===== src/rtl/scm_defines.vh =====
// Purpose: shared constants for the serial command-mode configuration block
// Assumes: 250 MHz system clock
// Notes: times in 100 ms units are converted to cycles by scm_tick
`ifndef SCM_DEFINES_VH
`define SCM_DEFINES_VH

// ----------------------------------------
// timing
// ----------------------------------------
`define SCM_CLOCK_MHZ 250
`define SCM_GUARD_UNIT_MS 100
`define SCM_GUARD_UNIT_CYCLES (`SCM_GUARD_UNIT_MS * 1000 * `SCM_CLOCK_MHZ)

// ----------------------------------------
// reset values and limits
// ----------------------------------------
`define SCM_GUARD_BEFORE_RST 16'h000A
`define SCM_GUARD_AFTER_RST 16'h000A
`define SCM_GUARD_AFTER_MIN 16'h0002
`define SCM_GUARD_AFTER_MAX 16'h7FFC
`define SCM_SLEEP_MARGIN 16'h0003
`define SCM_ESCAPE_RST 8'h2B
`define SCM_ESCAPE_MIN 8'h20
`define SCM_ESCAPE_MAX 8'h7F
`define SCM_UART_RATE_RST 4'h3
`define SCM_UART_RATE_MAX 4'h8
`define SCM_AIR_RATE_RST 1'b1
`define SCM_OUT2_RST 2'h2
`define SCM_OUT2_MAX 2'h2
`define SCM_OUT1_RST 3'h0
`define SCM_OUT1_MAX 3'h4
`define SCM_FORMAT_RST 2'h1
`define SCM_FORMAT_MAX 2'h2
`define SCM_ESCAPE_COUNT 2'h3

// ----------------------------------------
// binary command codes
// ----------------------------------------
`define SCM_CMD_GUARD_BEFORE 8'h04
`define SCM_CMD_GUARD_AFTER 8'h05
`define SCM_CMD_LEAVE 8'h09
`define SCM_CMD_ESCAPE 8'h13
`define SCM_CMD_UART_RATE 8'h15
`define SCM_CMD_OUT2 8'h28
`define SCM_CMD_FORMAT 8'h1F
`define SCM_CMD_OUT1 8'h2C
`define SCM_CMD_LAST_RSSI 8'h36
`define SCM_CMD_AIR_RATE 8'h39
`define SCM_CMD_VOLTAGE 8'h3B
`define SCM_CMD_AUTO_ADDR 8'h40
`define SCM_CMD_FW_VERSION 8'h14
`define SCM_CMD_HW_VERSION 8'h16

// ----------------------------------------
// output and number format codes
// ----------------------------------------
`define SCM_OUT2_RX_LED 2'h0
`define SCM_OUT2_HIGH 2'h1
`define SCM_OUT2_LOW 2'h2
`define SCM_OUT1_CTS 3'h0
`define SCM_OUT1_TXEN_LOW 3'h1
`define SCM_OUT1_HIGH 3'h2
`define SCM_OUT1_TXEN_HIGH 3'h3
`define SCM_OUT1_LOW 3'h4
`define SCM_FMT_NATIVE_UNITS 2'h0
`define SCM_FMT_HEX 2'h1
`define SCM_FMT_NATIVE 2'h2

`endif


===== src/rtl/scm_tick.v =====
// Purpose: 100 ms time-base prescaler
// Assumes: clear restarts the count
// Notes: one-cycle tick every UNIT_CYCLES clocks
`timescale 1ns/1ns
`include "scm_defines.vh"

module scm_tick #(
	parameter [31:0] UNIT_CYCLES = `SCM_GUARD_UNIT_CYCLES
) (
	// clock and reset
	input wire clock,
	input wire arst_n,
	// control
	input wire clear,
	output reg tick
);

reg [31:0] count;

always @(posedge clock or negedge arst_n) begin
	if (!arst_n) begin
		count <= 32'h0000_0000;
		tick <= 1'b0;
	end else if (clear) begin
		count <= 32'h0000_0000;
		tick <= 1'b0;
	end else if (count >= UNIT_CYCLES - 32'h0000_0001) begin
		count <= 32'h0000_0000;
		tick <= 1'b1;
	end else begin
		count <= count + 32'h0000_0001;
		tick <= 1'b0;
	end
end

endmodule // scm_tick


===== src/rtl/scm_sync.v =====
// Purpose: two-flop synchroniser for a pin level
// Assumes: input is asynchronous to clock
// Notes: first stage feeds only the second
`timescale 1ns/1ns

module scm_sync (
	// clock and reset
	input wire clock,
	input wire arst_n,
	// data
	input wire async_in,
	output reg sync_out
);

reg stage;

always @(posedge clock or negedge arst_n) begin
	if (!arst_n) begin
		stage <= 1'b0;
		sync_out <= 1'b0;
	end else begin
		stage <= async_in;
		sync_out <= stage;
	end
end

endmodule // scm_sync


===== src/rtl/scm_command_mode.v =====
// Purpose: serial command-mode entry detector and configuration holder
// Assumes: received characters arrive as a same-clock byte strobe
// Notes: replies are binary; one or two bytes leave on a byte strobe
//
// Functional notes
// RULE1: command mode entered only after silence, three escape chars, silence.
// RULE2: guard-before accepts 0..FFFF in 100 ms units, resets to 0x0A.
// RULE3: guard-after accepts 2..(sleep time minus 3), max 0x7FFC, default 0x0A.
// RULE4: escape character programmable 0x20..0x7F, default plus sign 0x2B.
// RULE5: uart rate codes 0..8 select 1200..230400 bps; default code 3.
// RULE6: new uart rate takes effect only on leaving command mode.
// RULE7: air rate code 0 or 1, default 1, independent of uart rate.
// RULE8: output two: 0 receive LED, 1 high, 2 low; default 2.
// RULE9: output one: 0 CTS, 1 low tx enable, 3 high tx enable, 2/4 fixed.
// RULE10: number format 0..2: native with units, forced hex, native; default 1.
// RULE11: firmware, hardware version and key values always hexadecimal.
// RULE12: default format treats numeric parameters from host as hexadecimal.
// RULE13: leave command 0x09 exits command mode immediately.
// RULE14: auto address takes serial bits 29, 28, 13..0 and reports it.
// RULE15: hex voltage readout is volts times 65536, range 0x2CCCA..0x5BFFA.
// RULE16: signal strength 0x6E..0x28 magnitude, formatted per number format.
// RULE17: binary codes 0x04, 0x05, 0x13 select guard times and escape char.
// RULE18: uart rate read returns one byte, guard times return two.
// RULE19: character during silence or non-escape among three aborts entry.
`timescale 1ns/1ns
`include "scm_defines.vh"

module scm_command_mode #(
	parameter [31:0] UNIT_CYCLES = `SCM_GUARD_UNIT_CYCLES
) (
	// clock and reset
	input wire clock,
	input wire arst_n,
	// received serial characters
	input wire rx_valid,
	input wire [7:0] rx_data,
	// host command port, used while in command mode
	input wire cmd_valid,
	input wire [7:0] cmd_code,
	input wire cmd_write,
	input wire [15:0] cmd_value,
	// device status inputs
	input wire [31:0] serial_number,
	input wire [15:0] sleep_inactivity_time,
	input wire [18:0] board_voltage,
	input wire [6:0] last_packet_rssi,
	input wire [15:0] firmware_version,
	input wire [15:0] hardware_version,
	input wire cts_level,
	input wire tx_active,
	input wire rx_activity_pin,
	// mode and data path
	output reg command_mode,
	output reg data_valid,
	output reg [7:0] data_byte,
	// active settings
	output reg [3:0] active_uart_rate,
	output reg [17:0] uart_bps,
	output reg air_rate_select,
	output reg [1:0] number_format,
	output reg [15:0] source_address,
	// general outputs
	output reg general_out_one,
	output reg general_out_two,
	// replies
	output reg reply_valid,
	output reg [7:0] reply_byte,
	output reg reply_hex,
	output reg reply_units,
	output reg [18:0] reply_value,
	output reg cmd_error
);

// ----------------------------------------
// state
// ----------------------------------------
localparam [4:0] ST_IDLE = 5'b00001;
localparam [4:0] ST_ESC = 5'b00010;
localparam [4:0] ST_AFTER = 5'b00100;
localparam [4:0] ST_CMD = 5'b01000;
localparam [4:0] ST_REPLY = 5'b10000;

reg [4:0] state;
reg [15:0] guard_before_time;
reg [15:0] guard_after_time;
reg [7:0] escape_char_code;
reg [3:0] uart_rate_select;
reg [1:0] out2_function;
reg [2:0] out1_function;
reg [15:0] silence;
reg [1:0] esc_count;
reg [7:0] held_low;
reg [1:0] held_count;
reg reply_second;
reg [7:0] reply_low;
reg [3:0] next_rate;

wire tick;
wire rx_led;
wire [15:0] auto_addr;
wire [15:0] after_limit;

// silence counter restarts on every character
scm_tick #(
	.UNIT_CYCLES(UNIT_CYCLES)
) u_tick (
	.clock(clock),
	.arst_n(arst_n),
	.clear(rx_valid),
	.tick(tick)
);

// the led pin is external, so it is synchronised before use
scm_sync u_led_sync (
	.clock(clock),
	.arst_n(arst_n),
	.async_in(rx_activity_pin),
	.sync_out(rx_led)
);

assign auto_addr = {serial_number[29], serial_number[28], serial_number[13:0]}; // see RULE14
assign after_limit = (sleep_inactivity_time - `SCM_SLEEP_MARGIN > `SCM_GUARD_AFTER_MAX) ?
	`SCM_GUARD_AFTER_MAX : sleep_inactivity_time - `SCM_SLEEP_MARGIN;

// rate table lookup
always @* begin
	next_rate = uart_rate_select;
	case (active_uart_rate)
		4'h0: uart_bps = 18'd1200; // see RULE5
		4'h1: uart_bps = 18'd2400;
		4'h2: uart_bps = 18'd4800;
		4'h3: uart_bps = 18'd9600;
		4'h4: uart_bps = 18'd19200;
		4'h5: uart_bps = 18'd38400;
		4'h6: uart_bps = 18'd57600;
		4'h7: uart_bps = 18'd115200;
		default: uart_bps = 18'd230400;
	endcase
end

// ----------------------------------------
// entry sequence and command handling
// ----------------------------------------
always @(posedge clock or negedge arst_n) begin
	if (!arst_n) begin
		state <= ST_IDLE;
		silence <= 16'h0000;
		esc_count <= 2'h0;
		held_low <= 8'h00;
		held_count <= 2'h0;
		command_mode <= 1'b0;
		data_valid <= 1'b0;
		data_byte <= 8'h00;
		guard_before_time <= `SCM_GUARD_BEFORE_RST; // see RULE2
		guard_after_time <= `SCM_GUARD_AFTER_RST; // see RULE3
		escape_char_code <= `SCM_ESCAPE_RST; // see RULE4
		uart_rate_select <= `SCM_UART_RATE_RST;
		active_uart_rate <= `SCM_UART_RATE_RST;
		air_rate_select <= `SCM_AIR_RATE_RST; // see RULE7
		out2_function <= `SCM_OUT2_RST;
		out1_function <= `SCM_OUT1_RST;
		number_format <= `SCM_FORMAT_RST;
		source_address <= 16'hFFFF;
		reply_valid <= 1'b0;
		reply_byte <= 8'h00;
		reply_hex <= 1'b1;
		reply_units <= 1'b0;
		reply_value <= 19'h0_0000;
		reply_second <= 1'b0;
		reply_low <= 8'h00;
		cmd_error <= 1'b0;
	end else begin
		data_valid <= 1'b0;
		reply_valid <= 1'b0;
		cmd_error <= 1'b0;
		if (rx_valid) begin
			silence <= 16'h0000;
		end else if (tick && silence != 16'hFFFF) begin
			silence <= silence + 16'h0001;
		end
		case (state)
			ST_IDLE: begin
				if (rx_valid) begin
					// escape only counts after the full leading silence
					if (rx_data == escape_char_code && silence >= guard_before_time) begin
						state <= ST_ESC; // see RULE1
						esc_count <= 2'h1;
						held_low <= rx_data;
						held_count <= 2'h1;
					end else begin
						data_valid <= 1'b1;
						data_byte <= rx_data;
					end
				end
			end
			ST_ESC: begin
				if (rx_valid) begin
					if (rx_data == escape_char_code) begin
						esc_count <= esc_count + 2'h1;
						held_count <= held_count + 2'h1;
						if (esc_count + 2'h1 == `SCM_ESCAPE_COUNT) begin
							state <= ST_AFTER;
						end
					end else begin
						// abort: held escapes flushed, this char kept as data
						state <= ST_IDLE; // see RULE19
						data_valid <= 1'b1;
						data_byte <= rx_data;
						held_count <= 2'h0;
					end
				end
			end
			ST_AFTER: begin
				if (rx_valid) begin
					state <= ST_IDLE; // see RULE19
					data_valid <= 1'b1;
					data_byte <= rx_data;
					held_count <= 2'h0;
				end else if (silence >= guard_after_time) begin
					state <= ST_CMD; // see RULE1
					command_mode <= 1'b1;
					held_count <= 2'h0;
				end
			end
			ST_CMD: begin
				if (cmd_valid) begin
					// numeric values arrive as binary words, read as hex
					case (cmd_code) // see RULE12
						`SCM_CMD_LEAVE: begin
							state <= ST_IDLE; // see RULE13
							command_mode <= 1'b0;
							active_uart_rate <= next_rate; // see RULE6
						end
						`SCM_CMD_GUARD_BEFORE: begin // see RULE17
							if (cmd_write) begin
								guard_before_time <= cmd_value; // see RULE2
							end
							reply_value <= {3'h0, guard_before_time};
							reply_second <= 1'b1; // see RULE18
						end
						`SCM_CMD_GUARD_AFTER: begin
							if (cmd_write && cmd_value >= `SCM_GUARD_AFTER_MIN &&
								cmd_value <= after_limit) begin
								guard_after_time <= cmd_value; // see RULE3
							end else if (cmd_write) begin
								cmd_error <= 1'b1;
							end
							reply_value <= {3'h0, guard_after_time};
							reply_second <= 1'b1;
						end
						`SCM_CMD_ESCAPE: begin
							if (cmd_write && cmd_value[15:8] == 8'h00 &&
								cmd_value[7:0] >= `SCM_ESCAPE_MIN &&
								cmd_value[7:0] <= `SCM_ESCAPE_MAX) begin
								escape_char_code <= cmd_value[7:0]; // see RULE4
							end else if (cmd_write) begin
								cmd_error <= 1'b1;
							end
							reply_value <= {11'h000, escape_char_code};
							reply_second <= 1'b0;
						end
						`SCM_CMD_UART_RATE: begin
							if (cmd_write && cmd_value <= {12'h000, `SCM_UART_RATE_MAX}) begin
								uart_rate_select <= cmd_value[3:0]; // see RULE6
							end else if (cmd_write) begin
								cmd_error <= 1'b1;
							end
							reply_value <= {15'h0000, uart_rate_select};
							reply_second <= 1'b0; // see RULE18
						end
						`SCM_CMD_AIR_RATE: begin
							if (cmd_write && cmd_value <= 16'h0001) begin
								air_rate_select <= cmd_value[0]; // see RULE7
							end else if (cmd_write) begin
								cmd_error <= 1'b1;
							end
							reply_value <= {18'h0_0000, air_rate_select};
							reply_second <= 1'b0;
						end
						`SCM_CMD_OUT2: begin
							if (cmd_write && cmd_value <= {14'h0000, `SCM_OUT2_MAX}) begin
								out2_function <= cmd_value[1:0]; // see RULE8
							end else if (cmd_write) begin
								cmd_error <= 1'b1;
							end
							reply_value <= {17'h0_0000, out2_function};
							reply_second <= 1'b0;
						end
						`SCM_CMD_OUT1: begin
							if (cmd_write && cmd_value <= {13'h0000, `SCM_OUT1_MAX}) begin
								out1_function <= cmd_value[2:0]; // see RULE9
							end else if (cmd_write) begin
								cmd_error <= 1'b1;
							end
							reply_value <= {16'h0000, out1_function};
							reply_second <= 1'b0;
						end
						`SCM_CMD_FORMAT: begin
							if (cmd_write && cmd_value <= {14'h0000, `SCM_FORMAT_MAX}) begin
								number_format <= cmd_value[1:0]; // see RULE10
							end else if (cmd_write) begin
								cmd_error <= 1'b1;
							end
							reply_value <= {17'h0_0000, number_format};
							reply_second <= 1'b0;
						end
						`SCM_CMD_AUTO_ADDR: begin
							source_address <= auto_addr; // see RULE14
							reply_value <= {3'h0, auto_addr};
							reply_second <= 1'b1;
						end
						`SCM_CMD_VOLTAGE: begin
							reply_value <= board_voltage; // see RULE15
							reply_second <= 1'b1;
						end
						`SCM_CMD_LAST_RSSI: begin
							reply_value <= {12'h000, last_packet_rssi}; // see RULE16
							reply_second <= 1'b0;
						end
						`SCM_CMD_FW_VERSION: begin
							reply_value <= {3'h0, firmware_version};
							reply_second <= 1'b1;
						end
						`SCM_CMD_HW_VERSION: begin
							reply_value <= {3'h0, hardware_version};
							reply_second <= 1'b1;
						end
						default: begin
							cmd_error <= 1'b1;
						end
					endcase
					if (cmd_code != `SCM_CMD_LEAVE) begin
						state <= ST_REPLY;
					end
					// versions are hex regardless of format
					reply_hex <= (cmd_code == `SCM_CMD_FW_VERSION ||
						cmd_code == `SCM_CMD_HW_VERSION ||
						number_format == `SCM_FMT_HEX); // see RULE11
					reply_units <= (number_format == `SCM_FMT_NATIVE_UNITS) &&
						(cmd_code == `SCM_CMD_LAST_RSSI ||
						cmd_code == `SCM_CMD_VOLTAGE); // see RULE16
				end
			end
			ST_REPLY: begin
				// two-byte replies go high byte first
				reply_valid <= 1'b1;
				if (reply_second) begin
					reply_byte <= reply_value[15:8];
					reply_low <= reply_value[7:0];
					reply_second <= 1'b0;
					state <= ST_REPLY;
					held_count <= 2'h1;
				end else begin
					reply_byte <= (held_count != 2'h0) ? reply_low : reply_value[7:0];
					held_count <= 2'h0;
					state <= ST_CMD;
				end
			end
			default: begin
				state <= ST_IDLE;
			end
		endcase
	end
end

// ----------------------------------------
// general outputs
// ----------------------------------------
always @(posedge clock or negedge arst_n) begin
	if (!arst_n) begin
		general_out_two <= 1'b0;
		general_out_one <= 1'b0;
	end else begin
		case (out2_function) // see RULE8
			`SCM_OUT2_RX_LED: general_out_two <= rx_led;
			`SCM_OUT2_HIGH: general_out_two <= 1'b1;
			default: general_out_two <= 1'b0;
		endcase
		case (out1_function) // see RULE9
			`SCM_OUT1_CTS: general_out_one <= cts_level;
			`SCM_OUT1_TXEN_LOW: general_out_one <= ~tx_active;
			`SCM_OUT1_HIGH: general_out_one <= 1'b1;
			`SCM_OUT1_TXEN_HIGH: general_out_one <= tx_active;
			default: general_out_one <= 1'b0;
		endcase
	end
end

endmodule // scm_command_mode


===== config.mk =====
export PLATFORM = sky130hd
export DESIGN_NAME = scm_command_mode
export DESIGN_NICKNAME = d
export VERILOG_FILES = /design/src/rtl/scm_tick.v /design/src/rtl/scm_sync.v /design/src/rtl/scm_command_mode.v
export VERILOG_INCLUDE_DIRS = /design/src /design/src/rtl
export SDC_FILE = /design/constraint.sdc
export NUM_CORES = 1
export LEC_CHECK = 0
export ABC_AREA = 1
export BUFFER_PORTS_ARGS = -buffer_cell sky130_fd_sc_hd__buf_2
export CAP_MARGIN = 10
export CORE_MARGIN = 2
export CORE_UTILIZATION = 30
export DETAILED_ROUTE_END_ITERATION = 8
export PLACE_DENSITY = 0.56
export SYNTH_ARGS = -nofsm -noshare
export SYNTH_HDL_FRONTEND = slang
export SYNTH_SLANG_ARGS = --single-unit

===== constraint.sdc =====
create_clock -name clock -period 1.9 [get_ports clock]
set_input_delay 0.38 -clock clock [delete_from_list [all_inputs] [get_ports clock]]
set_output_delay 0.38 -clock clock [all_outputs]
set_load 0.05 [all_outputs]

==> impl_metrics.json <==
{
  "status": "complete, but fails checks",
  "violations": "negative setup slack",
  "routabilityCongestion": 0.920,
  "coreArea_sq_um": 38600,
  "wl_per_cell_um": 16.3,
  "avgSynthCellArea_sq_um": 7.23,
  "cp-end-kind": "register",
  "ys_warn_count": 0,
  "vdd_drop_max_mv": 0.694,
  "setup_viol": 45,
  "setup_slack_ps": -840,
  "ant_nets": 0,
  "rsz0062_at_grt": "yes",
  "port-buffer-count": 209,
  "ios": 230,
  "hold-worst-slack_ps": 32.5,
  "regArea_sq_um": 4660,
  "nets": 2300,
  "cts_tree": "done",
  "num_vias": 12500,
  "hold_viol": 0,
  "ys_types": 53,
  "arrival_ps": 3130,
  "clockBufferDepth": 2,
  "dieHeight_um": 201,
  "insertion_delay_ps": 460,
  "final_util_pct": 44.7,
  "slew_viol_final": 0,
  "required_ps": 2290,
  "area_growth_pct": 47.5,
  "synthArstFlopShare_pct": 100,
  "diodes": 0,
  "start_kind": "primary input",
  "period_minus_slack_ps": 2740,
  "syn_area_sq_um": 11700,
  "post-dp-hpwl_mm": 33.2,
  "synth_edf_count": 0,
  "yosys_register_bits": 184,
  "drive_gt1_share_pct": 37.5,
  "clkTransAtPathRegs_ps": 80,
  "synth_flop_cell": "dfrtp_1",
  "vias_per_cell": 4.78,
  "fill_cells": 3861,
  "yosysSeqAreaShare_pct": 39.8,
  "grt_max_degree": 56,
  "grt_antenna_before_repair": 0,
  "grt_usage_pct": 20.6,
  "dr.pass1.iters": 6,
  "grt.overflow.total": 0,
  "final_cell_mix": "nand2_1, buf_4, buf_2",
  "wl_mm": 42.7,
  "skew_ps": 11.6,
  "cts_max_level": 4,
  "layout_commonest_cell": "nand2_1",
  "hold_path_class": "in -> reg",
  "grt_pass1_wl_mm": 65.8,
  "fmaxAchievable_mhz": 365,
  "cts-root-buf": "clkbuf_16",
  "drc_errors": 0,
  "multi_input_area_sq_um": 7080,
  "final_cells": 2625,
  "rows": 72,
  "path_max_fanout": 6,
  "post-route-period-util_pct": 144,
  "total_power_mw": 10.3,
  "clkSinkCount": 184,
  "worstSetupPathType": "in -> reg",
  "dp_worst_setup_slack_ps": -1410,
  "first_iter_violations": 925,
  "cts_buffers": 17,
  "p_leak_nw": 8.62,
  "dpl.cell_count": 2555,
  "die_area_sq_um": 40500,
  "start_util_pct": 30.3,
  "power_per_cell_area_nw_per_um2": 597,
  "first_global_vias": 12100,
  "drv_cap": 0,
  "die_x_um": 201,
  "synthCells": 1615
}
[area by class of cell]
class                   count  share of cell area, %
well taps                 518                   3.76
multi-input cells        1204                   41.1
repair buffers            485                   20.2
inverters                 202                   4.54
clock inverters            15                  0.886
flip-flops and latches    184                   27.0
clock buffers              17                   2.47
[where the power goes]
group / total [mW] / switching [mW] / internal, mW
Sequential: 4.21 / 0.114 / 4.09
Combinational: 2.49 / 1.58 / 0.906
Clock: 3.58 / 1.82 / 1.76
Total: 10.3 / 3.52 / 6.76
[registers in the layout, indices dropped and copies added (netlist names), 3 cells and up]
register / count
escape_char_code: 8
reply_byte: 8
data_byte: 8
guard_after_time: 16
source_address: 16
reply_low: 8
silence: 16
active_uart_rate: 4
state: 5
next_rate: 4
out1_function: 3
u_tick.count: 32
reply_value: 19
guard_before_time: 16
[worst max-delay path, cell delays in order]
cell       delay (ps)
buf_8             110
ha_4              170
inv_4              60
nand2_4            50
nor2_4            140
nand2_2            90
buf_4             140
nand2_2            60
nand2_1            60
nor2_2            120
nand3_2           100
nand2_4           120
buf_6             140
nor2_1             50
ha_1              280
nand2_2            70
nor3_2            220
nand3_2           140
a21oi_4           180
buf_12            170
clkbuf_16         150
nand3_1            60
nand2_1            60
[synthesized netlist by cell type (4+ instances only)]
| library cell | count | area, sq um |
|---|---|---|
| dfrtp_1 | 151 | 3780 |
| nand4_1 | 38 | 238 |
| o21ai_2 | 6 | 52.6 |
| a21oi_1 | 52 | 260 |
| nor2_1 | 211 | 792 |
| nor2_4 | 4 | 45.0 |
| nand2_1 | 451 | 1690 |
| nor3_1 | 36 | 180 |
| nand2_2 | 9 | 56.3 |
| a22oi_1 | 6 | 45.0 |
| clkbuf_1 | 10 | 37.5 |
| buf_2 | 14 | 70.1 |
| dfstp_2 | 33 | 867 |
| o211ai_1 | 5 | 37.5 |
| o21ai_0 | 97 | 485 |
| buf_4 | 9 | 67.6 |
| o22ai_1 | 6 | 37.5 |
| xor2_1 | 19 | 166 |
| nor2_2 | 10 | 62.6 |
| mux2_2 | 7 | 78.8 |
| nand3_1 | 113 | 566 |
| buf_6 | 5 | 56.3 |
| inv_1 | 193 | 724 |
| o21bai_1 | 9 | 67.6 |
| inv_2 | 9 | 33.8 |
| o21ai_1 | 5 | 25.0 |
| nor3_2 | 5 | 50.1 |
| ha_1 | 60 | 751 |
[kinds of logic after synthesis]
family,synth area share [%]
adder cells (fa/ha/maj),6.43
other,0.0643
AND/OR/NAND/NOR,33.0
multiplexers,0.933
buffers and inverters,8.51
flip-flops,39.8
AO/OA/AOI/OAI,9.73
XOR/XNOR,1.58
[stage by stage]
stage               setup TNS [ps]  instance area, sq um
finish                      -16600                 17200
global route                -22200                 17200
CTS                         -15630                 16700
detailed placement          -32580                 15300
global placement            -30880                 15300
floorplan                   -17720                 11900
[routing by layer]
| metal | GRT usage, % | up-vias | wire [um] | share of wire (%) |
|---|---|---|---|---|
| li1 | - | 6171 | - | - |
| met1 | 28.1 | 5919 | 19400 | 45 |
| met2 | 33.8 | 385 | 20000 | 47 |
| met3 | 2.62 | 69 | 2040 | 4.8 |
| met4 | 6.96 | 0 | 1290 | 3.0 |
| met5 | 0 | - | 0 | 0 |
[what timing repair did]
item	4_1_cts	5_1_grt
hold endpoints to repair	23	0
pin swaps	49	41
setup buffers	24	8
endpoints found under the setup margin	57	86
cloned	4	1
hold buffers	1	0
resized for setup	156	111
[worst paths after layout]
check	from	to	slack, ps	depth (start not counted)
min in group asynchronous	arst_n	reply_byte[1]	400	2
min	rx_activity_pin	u_led_sync.stage	30	1
min reg2reg	u_led_sync.stage	u_led_sync.sync_out	360	0
max in group asynchronous	arst_n	active_uart_rate[1]	810	3
max reg2reg	silence[11]	held_count[0]	-60	12
max	sleep_inactivity_time[0]	guard_after_time[11]	-840	23
Power figures use the tool's default switching activity.
